===== src/rtl/rar_pkg.sv =====
// =====================================================================
// constants for the remote target alias remap block
// =====================================================================
// holds offsets, slot layout and reset values shared by the rtl files.
// assumes an 8-bit register address space reached from the i2c target.
package rar_pkg;

    // =================================================================
    // geometry
    // =================================================================
    localparam int NUM_PORTS = 4;
    localparam int NUM_SLOTS = 8;

    // =================================================================
    // register offsets
    // =================================================================
    localparam logic [7:0] PORT_SEL_OFS = 8'h4c;
    localparam logic [7:0] TGT_BASE     = 8'h5d; // target slot 0
    localparam logic [7:0] TGT_END      = 8'h64; // target slot 7
    localparam logic [7:0] TGT_SLOT7    = 8'h64;
    localparam logic [7:0] ALIAS_BASE   = 8'h65; // alias slot 0
    localparam logic [7:0] ALIAS_SLOT1  = 8'h66;
    localparam logic [7:0] ALIAS_SLOT2  = 8'h67;
    localparam logic [7:0] ALIAS_END    = 8'h6c; // alias slot 7

    // =================================================================
    // fields and reset values
    // =================================================================
    localparam int         ADDR_MSB     = 7;     // address field 7:1
    localparam int         ADDR_LSB     = 1;
    localparam int         AUTO_ACK_BIT = 0;
    localparam logic [7:0] PSEL_MASK    = 8'h03; // port number bits
    localparam logic [7:0] PORT_SEL_RST = 8'h00;
    localparam logic [7:0] SLOT_RST     = 8'h00;
    localparam logic [6:0] ADDR_OFF     = 7'h00; // disabled alias

endpackage


===== src/rtl/rar_alias_match.sv =====
// =====================================================================
// alias decoder for one receive port
// =====================================================================
// compares an incoming 7-bit address with the eight alias fields.
// assumes the caller registers the result; this module is pure logic.
`timescale 1ns/100ps

module rar_alias_match (
    // alias table of the addressed port
    input  wire logic [7:0][7:0] alias_tbl,
    // incoming address
    input  wire logic [6:0]      addr,
    // result
    output logic                 hit,
    output logic [2:0]           slot
);

    logic [7:0] slot_hit;

    // =================================================================
    // per-slot compare
    // =================================================================
    // a zero field is skipped so a general call never reaches a target
    for (genvar i = 0; i < rar_pkg::NUM_SLOTS; i++) begin : g_cmp
        assign slot_hit[i] =
            (alias_tbl[i][7:1] != rar_pkg::ADDR_OFF) &&
            (alias_tbl[i][7:1] == addr);
    end

    // lowest slot wins when software programs the same alias twice
    always_comb begin
        hit  = 1'b0;
        slot = 3'h0;
        for (int i = rar_pkg::NUM_SLOTS - 1; i >= 0; i--) begin
            if (slot_hit[i]) begin
                hit  = 1'b1;
                slot = 3'(i);
            end
        end
    end

endmodule


===== src/rtl/rar_remap.sv =====
// =====================================================================
// remote target alias remap, per receive port
// =====================================================================
// holds the alias and target tables of every port, serves register
// reads and writes, and remaps local i2c transactions onto the link.
// assumes the i2c target front end and the control channel run on
// clk_sys and present one-cycle strobes; only the reset rstn is asynchronous.
`timescale 1ns/100ps

module rar_remap (
    // clock and reset
    input  wire logic       clk_sys,
    input  wire logic       rstn,
    // register access from the i2c target
    input  wire logic [7:0] reg_addr,
    input  wire logic       reg_wr,
    input  wire logic [7:0] reg_wdata,
    input  wire logic       reg_rd,
    output logic            reg_rvalid,
    output logic [7:0]      reg_rdata,
    // local transaction address phase
    input  wire logic       txn_valid,
    input  wire logic [1:0] txn_port,
    input  wire logic [6:0] txn_addr,
    input  wire logic       txn_rnw,
    // forwarded transaction toward the serializer
    output logic            fwd_valid,
    output logic [1:0]      fwd_port,
    output logic [6:0]      fwd_addr,
    output logic            fwd_rnw,
    output logic [2:0]      fwd_slot,
    output logic            fwd_auto_ack,
    output logic            txn_miss,
    // acknowledge path
    input  wire logic       remote_ack_valid,
    input  wire logic       remote_ack,
    output logic            host_ack_valid,
    output logic            host_ack
);

    typedef struct packed {
        logic [7:0]            psel;
        logic [3:0][7:0][6:0]  tgt;
        logic [3:0][7:0][7:0]  als;
        logic                  rvalid;
        logic [7:0]            rdata;
        logic                  fwd_valid;
        logic [1:0]            fwd_port;
        logic [6:0]            fwd_addr;
        logic                  fwd_rnw;
        logic [2:0]            fwd_slot;
        logic                  fwd_auto;
        logic                  miss;
        logic                  pend;
        logic                  ack_valid;
        logic                  ack;
    } rar_state_s;

    rar_state_s q;
    rar_state_s d;
    logic       hit;
    logic [2:0] hit_slot;
    logic [1:0] sel_port;

    // =================================================================
    // address decode helpers
    // =================================================================
    function automatic logic in_range(input logic [7:0] a,
                                      input logic [7:0] lo,
                                      input logic [7:0] hi);
        return (a >= lo) && (a <= hi);
    endfunction

    function automatic logic [2:0] slot_of(input logic [7:0] a,
                                           input logic [7:0] base);
        logic [7:0] diff;
        diff = a - base;
        return diff[2:0];
    endfunction

    assign sel_port = q.psel[1:0];

    // =================================================================
    // alias decode
    // =================================================================
    rar_alias_match u_match (
        .alias_tbl (q.als[txn_port]),
        .addr      (txn_addr),
        .hit       (hit),
        .slot      (hit_slot)
    );

    // =================================================================
    // next state
    // =================================================================
    always_comb begin
        d           = q;
        d.rvalid    = 1'b0;
        d.rdata     = 8'h00;
        d.fwd_valid = 1'b0;
        d.miss      = 1'b0;
        d.ack_valid = 1'b0;
        d.ack       = 1'b0;
        // target and alias writes land in the copy of the selected port only
        if (reg_wr) begin
            if (reg_addr == rar_pkg::PORT_SEL_OFS) begin
                d.psel = reg_wdata & rar_pkg::PSEL_MASK;
            end else if (in_range(reg_addr, rar_pkg::TGT_BASE,
                                  rar_pkg::TGT_END)) begin
                // bit 0 is dropped here
                d.tgt[sel_port][slot_of(reg_addr, rar_pkg::TGT_BASE)] =
                    reg_wdata[rar_pkg::ADDR_MSB:rar_pkg::ADDR_LSB];
            end else if (in_range(reg_addr, rar_pkg::ALIAS_BASE,
                                  rar_pkg::ALIAS_END)) begin
                d.als[sel_port][slot_of(reg_addr, rar_pkg::ALIAS_BASE)] =
                    reg_wdata;
            end
        end
        // reads answer one cycle later; unmapped offsets read zero
        if (reg_rd) begin
            d.rvalid = 1'b1;
            if (reg_addr == rar_pkg::PORT_SEL_OFS) begin
                d.rdata = q.psel;
            end else if (in_range(reg_addr, rar_pkg::TGT_BASE,
                                  rar_pkg::TGT_END)) begin
                d.rdata = {q.tgt[sel_port][slot_of(reg_addr,
                           rar_pkg::TGT_BASE)], 1'b0};
            end else if (in_range(reg_addr, rar_pkg::ALIAS_BASE,
                                  rar_pkg::ALIAS_END)) begin
                d.rdata = q.als[sel_port][slot_of(reg_addr,
                           rar_pkg::ALIAS_BASE)];
            end
        end
        // address phase: remap a hit, refuse a miss with a nack
        if (txn_valid) begin
            if (hit) begin
                d.fwd_valid = 1'b1;
                d.fwd_port  = txn_port;
                d.fwd_slot  = hit_slot;
                d.fwd_addr  = q.tgt[txn_port][hit_slot];
                d.fwd_rnw   = txn_rnw;
                d.fwd_auto  = !txn_rnw &&
                    q.als[txn_port][hit_slot][rar_pkg::AUTO_ACK_BIT];
                if (d.fwd_auto) begin
                    d.ack_valid = 1'b1;
                    d.ack       = 1'b1;
                    d.pend      = 1'b0;
                end else begin
                    d.pend      = 1'b1;
                end
            end else begin
                d.miss      = 1'b1;
                d.ack_valid = 1'b1;
                d.pend      = 1'b0;
            end
        end else if (q.pend && remote_ack_valid) begin
            // without auto ack the host waits on the far end's answer
            d.pend      = 1'b0;
            d.ack_valid = 1'b1;
            d.ack       = remote_ack;
        end
    end

    // =================================================================
    // state register
    // =================================================================
    always_ff @(posedge clk_sys or negedge rstn) begin
        if (!rstn) begin
            q      <= '0;
            q.psel <= rar_pkg::PORT_SEL_RST;
        end else begin
            q <= d;
        end
    end

    // outputs come straight from the state flops
    assign reg_rvalid     = q.rvalid;
    assign reg_rdata      = q.rdata;
    assign fwd_valid      = q.fwd_valid;
    assign fwd_port       = q.fwd_port;
    assign fwd_addr       = q.fwd_addr;
    assign fwd_rnw        = q.fwd_rnw;
    assign fwd_slot       = q.fwd_slot;
    assign fwd_auto_ack   = q.fwd_auto;
    assign txn_miss       = q.miss;
    assign host_ack_valid = q.ack_valid;
    assign host_ack       = q.ack;

    // =================================================================
    // checks
    // =================================================================
    logic [6:0] exp_tgt;
    logic       exp_auto;
    logic [1:0] other_port;
    logic [6:0] hit_field;
    logic [6:0] wr_field;
    logic [7:0] other_als0;

    assign exp_tgt    = q.tgt[txn_port][hit_slot];
    assign exp_auto   = q.als[txn_port][hit_slot][0];
    assign other_port = sel_port + 2'h1;
    // plain signals so that each past value names one net
    assign hit_field  =
        q.als[txn_port][hit_slot][rar_pkg::ADDR_MSB:rar_pkg::ADDR_LSB];
    assign wr_field   = reg_wdata[rar_pkg::ADDR_MSB:rar_pkg::ADDR_LSB];
    assign other_als0 = q.als[other_port][0];
endmodule


===== config.mk =====
export PLATFORM = sky130hd
export DESIGN_NAME = rar_remap
export DESIGN_NICKNAME = d
export VERILOG_FILES = /design/src/rtl/rar_pkg.sv /design/src/rtl/rar_alias_match.sv /design/src/rtl/rar_remap.sv
export SDC_FILE = /design/constraint.sdc
export NUM_CORES = 1
export LEC_CHECK = 0
export BUFFER_PORTS_ARGS = -buffer_cell sky130_fd_sc_hd__buf_2
export CAP_MARGIN = 10
export CORE_MARGIN = 5
export CORE_UTILIZATION = 60
export CTS_BUF_LIST = sky130_fd_sc_hd__clkbuf_16
export DETAILED_ROUTE_END_ITERATION = 8
export PLACE_DENSITY_LB_ADDON = 0.1
export RECOVER_POWER = 25
export SYNTH_ARGS = -nofsm -noshare
export SYNTH_HDL_FRONTEND = slang
export SYNTH_SLANG_ARGS = --single-unit

===== constraint.sdc =====
create_clock -name clk_sys -period 7.6 [get_ports clk_sys]
set_clock_uncertainty 0.05 [all_clocks]
set_input_delay 0.38 -clock clk_sys [delete_from_list [all_inputs] [get_ports clk_sys]]
set_output_delay 0.38 -clock clk_sys [all_outputs]
set_load 0.01 [all_outputs]

# Yosys cells after proc, flatten, opt, wreduce, memory -nomap -nowiden

Cells that the tools add are included.

Register bits: 510
Bits of input ports: 33

Add/sub/neg operators: 2
$lt $le $gt $ge: 12
Eq/ne operators: 9
Multiplexer cells: 55
Bitwise operators: 2
Reductions and logical operators: 29

Operator list:

| kind                                                                                 | count |
|---|---|
| 64-bit binary-select mux with 2-bit select                                           | 2 |
| 256-bit bitwise mux                                                                  | 1 |
| 56-bit binary-select mux with 2-bit select                                           | 2 |
| 224-bit bitwise mux                                                                  | 1 |
| 64-bit two-way mux                                                                   | 3 |
| 56-bit two-way mux                                                                   | 3 |
| 64-bit demux with 2-bit select                                                       | 1 |
| 56-bit demux with 2-bit select                                                       | 1 |
| 7-bit equality test                                                                  | 8 |
| 7-bit nonzero test                                                                   | 8 |
| 8-bit binary-select mux with 3-bit select                                            | 2 |
| 7-bit binary-select mux with 3-bit select                                            | 2 |
| 8-bit two-way mux                                                                    | 5 |
| 3-bit two-way mux                                                                    | 10 |
| 8-bit demux with 3-bit select                                                        | 1 |
| 7-bit demux with 3-bit select                                                        | 1 |
| 7-bit two-way mux                                                                    | 3 |
| 8-bit by 7-bit greater-or-equal comparator with 1-bit output (second input constant) | 2 |
| 8-bit by 7-bit less-or-equal comparator with 1-bit output (second input constant)    | 2 |
| 16-bit two-way mux                                                                   | 1 |
| 1-bit logical AND                                                                    | 15 |
| 15-bit two-way mux                                                                   | 1 |
| 3-bit by 4-bit less-than comparator with 1-bit output (second input constant)        | 3 |
| 1-bit two-way mux                                                                    | 12 |
| other kinds (13)                                                                     | 19 |

# Longest topological paths before layout

Gate-level depths: netlist of the first run.

Word-level depth: 18
Mapped depth: 15
Depth with buffers taken out: 10

# Modules after synthesis

From an unflattened synthesis of the first run, not the netlist that was laid out.

Cells, all modules: 1832
Area, all modules: 28139.5 um^2

By module, submodules not included:

| module          | times used | cells an instance | area an instance (um^2) | sequential area each (um^2) |
|---|---|---|---|---|
| rar_remap       | 1          | 1713              | 27169.8                 | 12762.2 |
| rar_alias_match | 1          | 119               | 969.7                   | 0.0 |

# Worst setup path after synthesis of the first run

Ideal clock, no wire load.

Kind: in2reg
From: input reg_addr[0]
To: register q[260] in the netlist's numbering
Setup time: 125 ps
Data arrival time: 3218 ps
Slack: 4207 ps
Stages on the path: 12
Cells stage by stage: clkbuf_1 inv_1 ha_1 nor2b_1 o31ai_1 a21oi_1 or2_2 clkbuf_1 nor2_1 nand4_1 nor2_1 mux2_2

Cells in the longest elaborated chain, start to end: 8
Elaborated cells between the ends (all ways): 19

RTL lines:

| what                                                                                                                                                               | line             | source |
|---|---|---|
| start: declaration                                                                                                                                                 | rar_remap.sv:15  | `input wire logic [7:0] reg_addr,` |
| 3-bit subtractor                                                                                                                                                   | rar_remap.sv:77  | `diff = a - base;` |
| 3-bit by 4-bit less-than comparator with 1-bit output (implied by the code) / 3-bit by 1-bit greater-or-equal comparator with 1-bit output (equally long branches) | rar_remap.sv:115 | `d.als[sel_port][slot_of(reg_addr, rar_pkg::ALIAS_BASE)] =` |
| 1-bit logical AND (implied by the code)                                                                                                                            | rar_remap.sv:115 |  |
| 8-bit two-way mux (implied by the code)                                                                                                                            | rar_remap.sv:115 |  |
| 8-bit demux with 3-bit select                                                                                                                                      | rar_remap.sv:115 |  |
| 64-bit two-way mux (implied by the code)                                                                                                                           | rar_remap.sv:115 |  |
| 64-bit demux with 2-bit select                                                                                                                                     | rar_remap.sv:115 |  |
| 256-bit bitwise mux                                                                                                                                                | rar_remap.sv:115 |  |
| end: declaration                                                                                                                                                   | rar_remap.sv:59  | `rar_state_s q;` |

Parallel ways exist; a longest one is shown, timed or not.
A chain may end at the register's enable or synchronous reset.

==> run_results.csv, run 1 <==
group,metric,value,unit
sta,max_slew_margin,-162.0,%
outcome,status,"finished with violations",
power,ir_drop,218.4,uV
yosys,yosys-top-cells-area,"dfrtp_1 (46%), mux2_2 (20%), mux4_2 (19%), mux2i_1 (1.7%), xnor2_1 (1.4%)",
global_route,use_met1,50.10,%
die,core,0.04558,sq mm
yosys,avgSynthCellArea,14.53,sq um
yosys,synth_top_area_share,45.93,%
clock_network,post_cts_resized,0,
yosys,yosys.area_share.simple,4.868,%
drt,drtPass1Iterations,5,
yosys,ys_seq_area_share,45.93,%
yosys,synth_mux_area_share,40.62,%
die,dieArea,0.05071,sq mm
clock_network,max-clock-path-buffers,3,
yosys,synth_largest_area_cell,"dfrtp_1",
setup_path,crit_type,"in -> async",
yosys,syn_inst,1912,
yosys,synth-edff-count,0,
drt,wire_per_inst,31.54,microns
setup_path,start_kind,"primary input",
power,power.net_switching,1521,uW
min_path,min_path_type,"in -> reg",
sta,min_period,4.815,ns
power,p_leak,0.01351,uW
die,ios,60,
clock_network,clk_transition_reported_paths,0.06,ns
setup_path,end_kind,"asynchronous set/reset pin",
global_route,grt_pass1_vias,18170,
global_route,grtUsageTotal,31.77,%
sta,worst_slack,2.785,ns
setup_path,worst-endpoint-arrival,4.57,ns
sta,rsz0062_at_grt,"false",
sta,worst_pin_slew,3.930,ns
yosys,synth_top_family_by_area,"multiplexers",
power,comb_power_share,9.7,%
finish,seqCellArea,0.01277,sq mm
yosys,synthAdderAreaFrac,0.09006,%
sta,fmax,0.2077,GHz
drt,post-route-drc-count,0,
sta,slew_viol_final,152,
global_route,grt_max_degree,170,
global_route,antenna_found_initial,5,
power,p_int,4456,uW
die,start_util,60.96,%
yosys,synth-seq-cells,510,
clock_network,cts_htree_levels,2,
yosys,ys_async_sr_fraction,100.0,%
yosys,synth.most_common_cell,"dfrtp_1",
place,dp_slack,2.345,ns
finish,diodes,0,
clock_network,cts_tree,"built",
clock_network,cts_num_sinks,510,
yosys,synth_compound_area_share,3.638,%
global_route,use_met3,7.034,%
clock_network,cts_setup_buffers,0,
global_route,use_met2,45.47,%
power,power.density,199.5,mW/mm^2
yosys,postSynthNetCount,1947,
finish,multi_input_area,0.01417,sq mm
finish,syn2layout_area_growth,7.813,%
global_route,grt_busiest_layer,"met1",
finish,drive_gt1_share,45.01,%
sta,fin_crit_sh,63.36,%
clock_network,cts.hold.buffers_added,3,
setup_path,crit_required,7.35,ns
finish,nets,1920,
die,die_height,225.2,microns
global_route,grt_pass1_wl,121200,microns
power,switching_share,25.45,%
sta,final.setup.tns,0,ns
power,seq_power_share,47.4,%
sta,setup_viol,0,
global_route,overflow,0,
yosys,dominantRegCellSynth,"dfrtp_1",
finish,fillers,3302,
power,clockPowerShare,42.9,%
clock_network,insertion_delay,0.62,ns
place,place_congestion,0.9732,
place,hpwlAfterDp,51600,microns
yosys,yosys.area_share.xor_xnor,1.734,%
drt,via_per_inst,7.232,
die,die_w,225.2,microns
yosys,syn_area,0.02779,sq mm
run,maxCapViolations,1,
setup_path,crit_fanout,151,
drt,postRouteAntennaNets,0,
yosys,yosysWarnings,0,
clock_network,cts-root-buf,"clkbuf_16",
outcome,violations,"capacitance limit, slew limit",
die,rows,78,
drt,vias,18250,
drt,routed_wl,79610,microns
yosys,yosys-top-cells-count,"dfrtp_1 (510), mux2_2 (484), mux4_2 (235), clkbuf_1 (95), nor2_1 (73)",
place,port_buffers,59,
drt,drtIter0Drc,2250,
sta,hold_viol,0,
yosys,synth_cell_types,76,
clock_network,cts_buffers,55,
area by class of cell:
type	instances	area share (%)
inverters	9	0.1128
multi-input cells	1219	47.31
clock buffers	57	4.762
flip-flops and latches	510	42.63
well taps	600	2.506
repair buffers	90	1.825
clock inverters	39	0.8604
power groups by stage:
stage	Clock [uW]	Combinational, uW	Sequential, uW
6_report	2570	578	2830
5_1_grt	2710	613	2840
4_1_cts	2610	583	2830
3_5_place_dp	0	579	2880
3_3_place_gp	0	573	2880
2_1_floorplan	0	380	2850
flip-flops by register name (all words and copies together) (netlist names), 2 cells and up:
| name | cells |
|---|---|
| q | 483 |
| fwd_slot | 3 |
| fwd_addr | 7 |
| fwd_port | 2 |
| reg_rdata | 8 |
per-stage QoR:
step | cell area [sq um] | instances | utilization [%] | total power, uW | hold slack [ns]
detailed placement | 28290 | 2424 | 62.06 | 3458 | 0.4627
global placement | 28290 | 2424 | 62.06 | 3450 | 0.4514
finish | 29960 | 2524 | 65.73 | 5977 | 0.04750
floorplan | 27790 | 1912 | - | 3228 | 0.03441
global route | 29960 | 2524 | 65.73 | 6161 | 0.05006
CTS | 30000 | 2523 | 65.82 | 6018 | 0.02577
path summary, 6_finish.rpt:
| kind | startpoint | endpoint | slack (ns) | cells past startpoint |
|---|---|---|---|---|
| hold / removal | remote_ack_valid | host_ack | 0.05 | 3 |
| setup reg to reg | q[269] | fwd_addr[0] | 3.40 | 10 |
| min in group asynchronous | rstn | q[82] | 0.35 | 2 |
| setup / recovery | rstn | q[324] | 2.78 | 3 |
| max in group clk_sys | txn_port[0] | fwd_addr[0] | 2.97 | 12 |
| hold reg to reg | q[419] | q[419] | 0.47 | 1 |
cells by family (layout without fill, tap and decap cells):
group | count (synthesis) | count (layout)
muxes | 770 | 770
DFF | 510 | 510
and+or+nand+nor | 254 | 254
buffers and inverters | 183 | 195
AOI/OAI and AO/OA | 138 | 138
xor gates and xnor gates | 55 | 55
adders and majority gates | 2 | 2
layout by cell type (no fill, tap or decap), drive strengths merged, types with 5 or more instances in the layout:
master / netlist / layout
nand3: 29 / 29
nand2: 38 / 38
clkinv: 1 / 23
o2111a: 7 / 7
mux4: 237 / 237
nor3: 17 / 17
nand2b: 10 / 10
nor4b: 6 / 6
a22oi: 11 / 11
nor2b: 10 / 10
o221ai: 7 / 7
clkbuf: 95 / 88
mux2: 485 / 485
a221oi: 5 / 5
inv: 8 / 21
xor2: 9 / 9
dfrtp: 510 / 510
buf: 79 / 56
xnor2: 46 / 46
nor4: 33 / 33
nand4: 10 / 10
nor2: 74 / 74
or4: 8 / 8
mux2i: 48 / 48
o22ai: 56 / 56
o21ai: 12 / 12
a21oi: 16 / 16
metal layers:
layer  vias to the layer above  part of all wire [%]
met3                       141                   9.6
li1                       7341                     -
met5                         -                 0.058
met4                         6                   2.5
met1                      9822                    44
met2                       943                    44
worst max-delay path, stage by stage:
cell	delay, ns
dlygate4sd3_1	0.56
buf_8	0.61
clkbuf_2	2.72
Power figures use the tool's default switching activity.
==> run 2: changes to the inputs <==
- CORE_UTILIZATION: 60 -> 57
- clock period: 7.6 -> 4.1 ns (I/O delays scaled with it)
==> run_results.csv, run 2 (synthesis results as in run 1) <==
group,metric,value,unit
place,hpwlAfterDp,54940,microns
finish,final_common_cell,"dfrtp_1",
global_route,grtUsageTotal,30.85,%
sta,setup_viol,0,
place,numPlacedInstances,2544,
setup_path,worst-endpoint-arrival,4.38,ns
drt,via_per_inst,6.940,
min_path,min_to,"q[508]",
sta,rsz0062_at_grt,"false",
die,start_util,57.24,%
drt,wire_per_inst,30.80,microns
global_route,antenna_found_initial,5,
finish,nets,2022,
die,rows,81,
global_route,overflow,0,
setup_path,crit_chain,"mux4_1 > or4_1 > nor3_1 > nor3_1 > nand2b_4 > a311oi_4 > o21ai_4 > buf_4 > mux2i_1 > nand2_1 > o2111a_1",
setup_path,r2r_start,"q[152]",
clock_network,clk_transition_reported_paths,0.06,ns
clock_network,insertion_delay,0.62,ns
setup_path,crit_required,4.54,ns
min_path,min_from,"reg_addr[4]",
setup_path,cpMaxStageDelayCell,"o21ai_4",
sta,slew_viol_final,102,
clock_network,max-clock-path-buffers,3,
clock_network,cts-root-buf,"clkbuf_16",
drt,vias,18420,
die,ios,60,
min_path,min_path_type,"in -> reg",
sta,min_period,3.938,ns
sta,final.setup.tns,0,ns
clock_network,cts_tree,"built",
power,power.density,376.2,mW/mm^2
min_path,holdPathStages,4,
finish,top_register,"q",
finish,fin_area,0.03111,sq mm
drt,routed_wl,81740,microns
setup_path,crit_type,"reg -> reg",
setup_path,start_kind,"flop",
outcome,status,"finished with violations",
setup_path,cpLargestDelayFamily,"simple AND/OR/NAND/NOR gates",
finish,largest_register_ffs,483,
clock_network,cts_buffers,55,
global_route,grt_pass1_vias,18880,
place,place_congestion,0.9732,
place,port_buffers,59,
sta,fmax,0.2539,GHz
power,p_leak,0.01417,uW
finish,syn2layout_area_growth,11.96,%
global_route,grt_max_degree,107,
finish,layout.cells.non_filler,2654,
sta,hold_viol,0,
sta,max_slew_margin,-92.92,%
finish,fillers,3551,
place,dpl_cell_area,0.02916,sq mm
setup_path,r2r_slack,0.16,ns
die,die_w,230.8,microns
power,ir_drop,352.5,uV
drt,postRouteAntennaNets,0,
setup_path,crit_fanout,27,
setup_path,path_common_cell,"nor3_1",
die,core,0.04855,sq mm
sta,worst_pin_slew,2.894,ns
clock_network,cts_num_sinks,510,
sta,fin_crit_sh,96.06,%
finish,layout_common_cells,"dfrtp_1 (508), mux2_2 (484), mux4_2 (235)",
global_route,grt_pass1_wl,123600,microns
finish,drive_gt1_share,48.05,%
die,dieArea,0.05326,sq mm
outcome,violations,"capacitance limit, slew limit",
setup_path,end_kind,"flop",
setup_path,slowest_delay,0.89,ns
run,maxCapViolations,1,
setup_path,r2r_cells,11,
sta,holdWs,0.09942,ns
setup_path,timing.rr.end,"fwd_addr[0]",
clock_network,post_cts_resized,0,
drt,drtIter0Drc,2125,
setup_path,crit_buf_inv,1,
drt,drtPass1Iterations,5,
clock_network,cts_htree_levels,2,
drt,post-route-drc-count,0,
die,die_height,230.8,microns
## run 2: cell types whose count changed in the layout (fill, tap and decap cells not counted)
cell / change
buf_4: +86
dlygate4sd3_1: +5
clkbuf_1: -4
buf_8: -1
buf_2: +6
buf_12: +10
diode_2: +3
clkinv_1: -3
inv_1: -2
bufinv_16: +8
## run 2: report_power, final
group | leakage (uW) | internal (uW) | total [uW] | switching (uW)
clock network | 0.000972 | 3240 | 5320 | 2080
logic | 0.00612 | 447 | 1130 | 682
registers | 0.00708 | 5140 | 5250 | 113
total | 0.0142 | 8820 | 11700 | 2880
## run 2: repair_timing
| item | CTS | global route |
|---|---|---|
| hold endpoints to repair | 110 | 0 |
| setup buffers | 0 | 0 |
| hold buffers | 8 | 0 |
## run 2: layer usage
layer  track usage, %  up-vias  part of all wire [%]
li1                 -     7571                     -
met1            45.80     9825                    42
met2            44.58      835                    44
met3            9.064      185                    10
met4            9.640        4                   3.2
met5                0        -                 0.038
## run 2: worst reg2reg max path, stage by stage, from the launching register on
cell and delay (ns):
dfrtp_1 0.38, mux4_1 0.55, or4_1 0.54, nor3_1 0.21, nor3_1 0.22, nand2b_4 0.14, a311oi_4 0.12, o21ai_4 0.89
buf_4 0.31, mux2i_1 0.20, nand2_1 0.07, o2111a_1 0.13
## run 2: how the worst max path moves through the flow
| stage | startpoint | slack, ns | cells after the start | endpoint |
|---|---|---|---|---|
| global placement | txn_port[0] | 0.05 | 12 | fwd_addr[6] |
| finish | q[152] | 0.16 | 11 | fwd_addr[0] |
| floorplan | reg_addr[0] | 0.88 | 12 | q[260] |
| CTS | q[152] | 0.22 | 11 | fwd_addr[0] |
| global route | q[153] | 0.04 | 10 | host_ack |
| detailed placement | txn_port[0] | 0.03 | 13 | fwd_addr[0] |
## run 2: final cells by class
class,instances,area [sq um],share of cell area (%)
antenna,3,7.507,0.02413
clock buffer,57,1426,4.585
clock inverter,42,479.2,1.540
inverter,9,33.78,0.1086
multi-input combinational,1219,14170,45.55
sequential,510,12770,41.05
tap,622,778.2,2.502
timing repair buffer,192,1443,4.637
## run 2: metrics by stage
step / setup WS (ns) / util, % / total power [uW]
floorplan: 0.8819 / - / 5984
global placement: 0.04992 / 60.07 / 6442
detailed placement: 0.02600 / 60.07 / 6461
CTS: 0.2246 / 64.16 / 11770
global route: 0.03585 / 64.07 / 12060
finish: 0.1616 / 64.08 / 11700
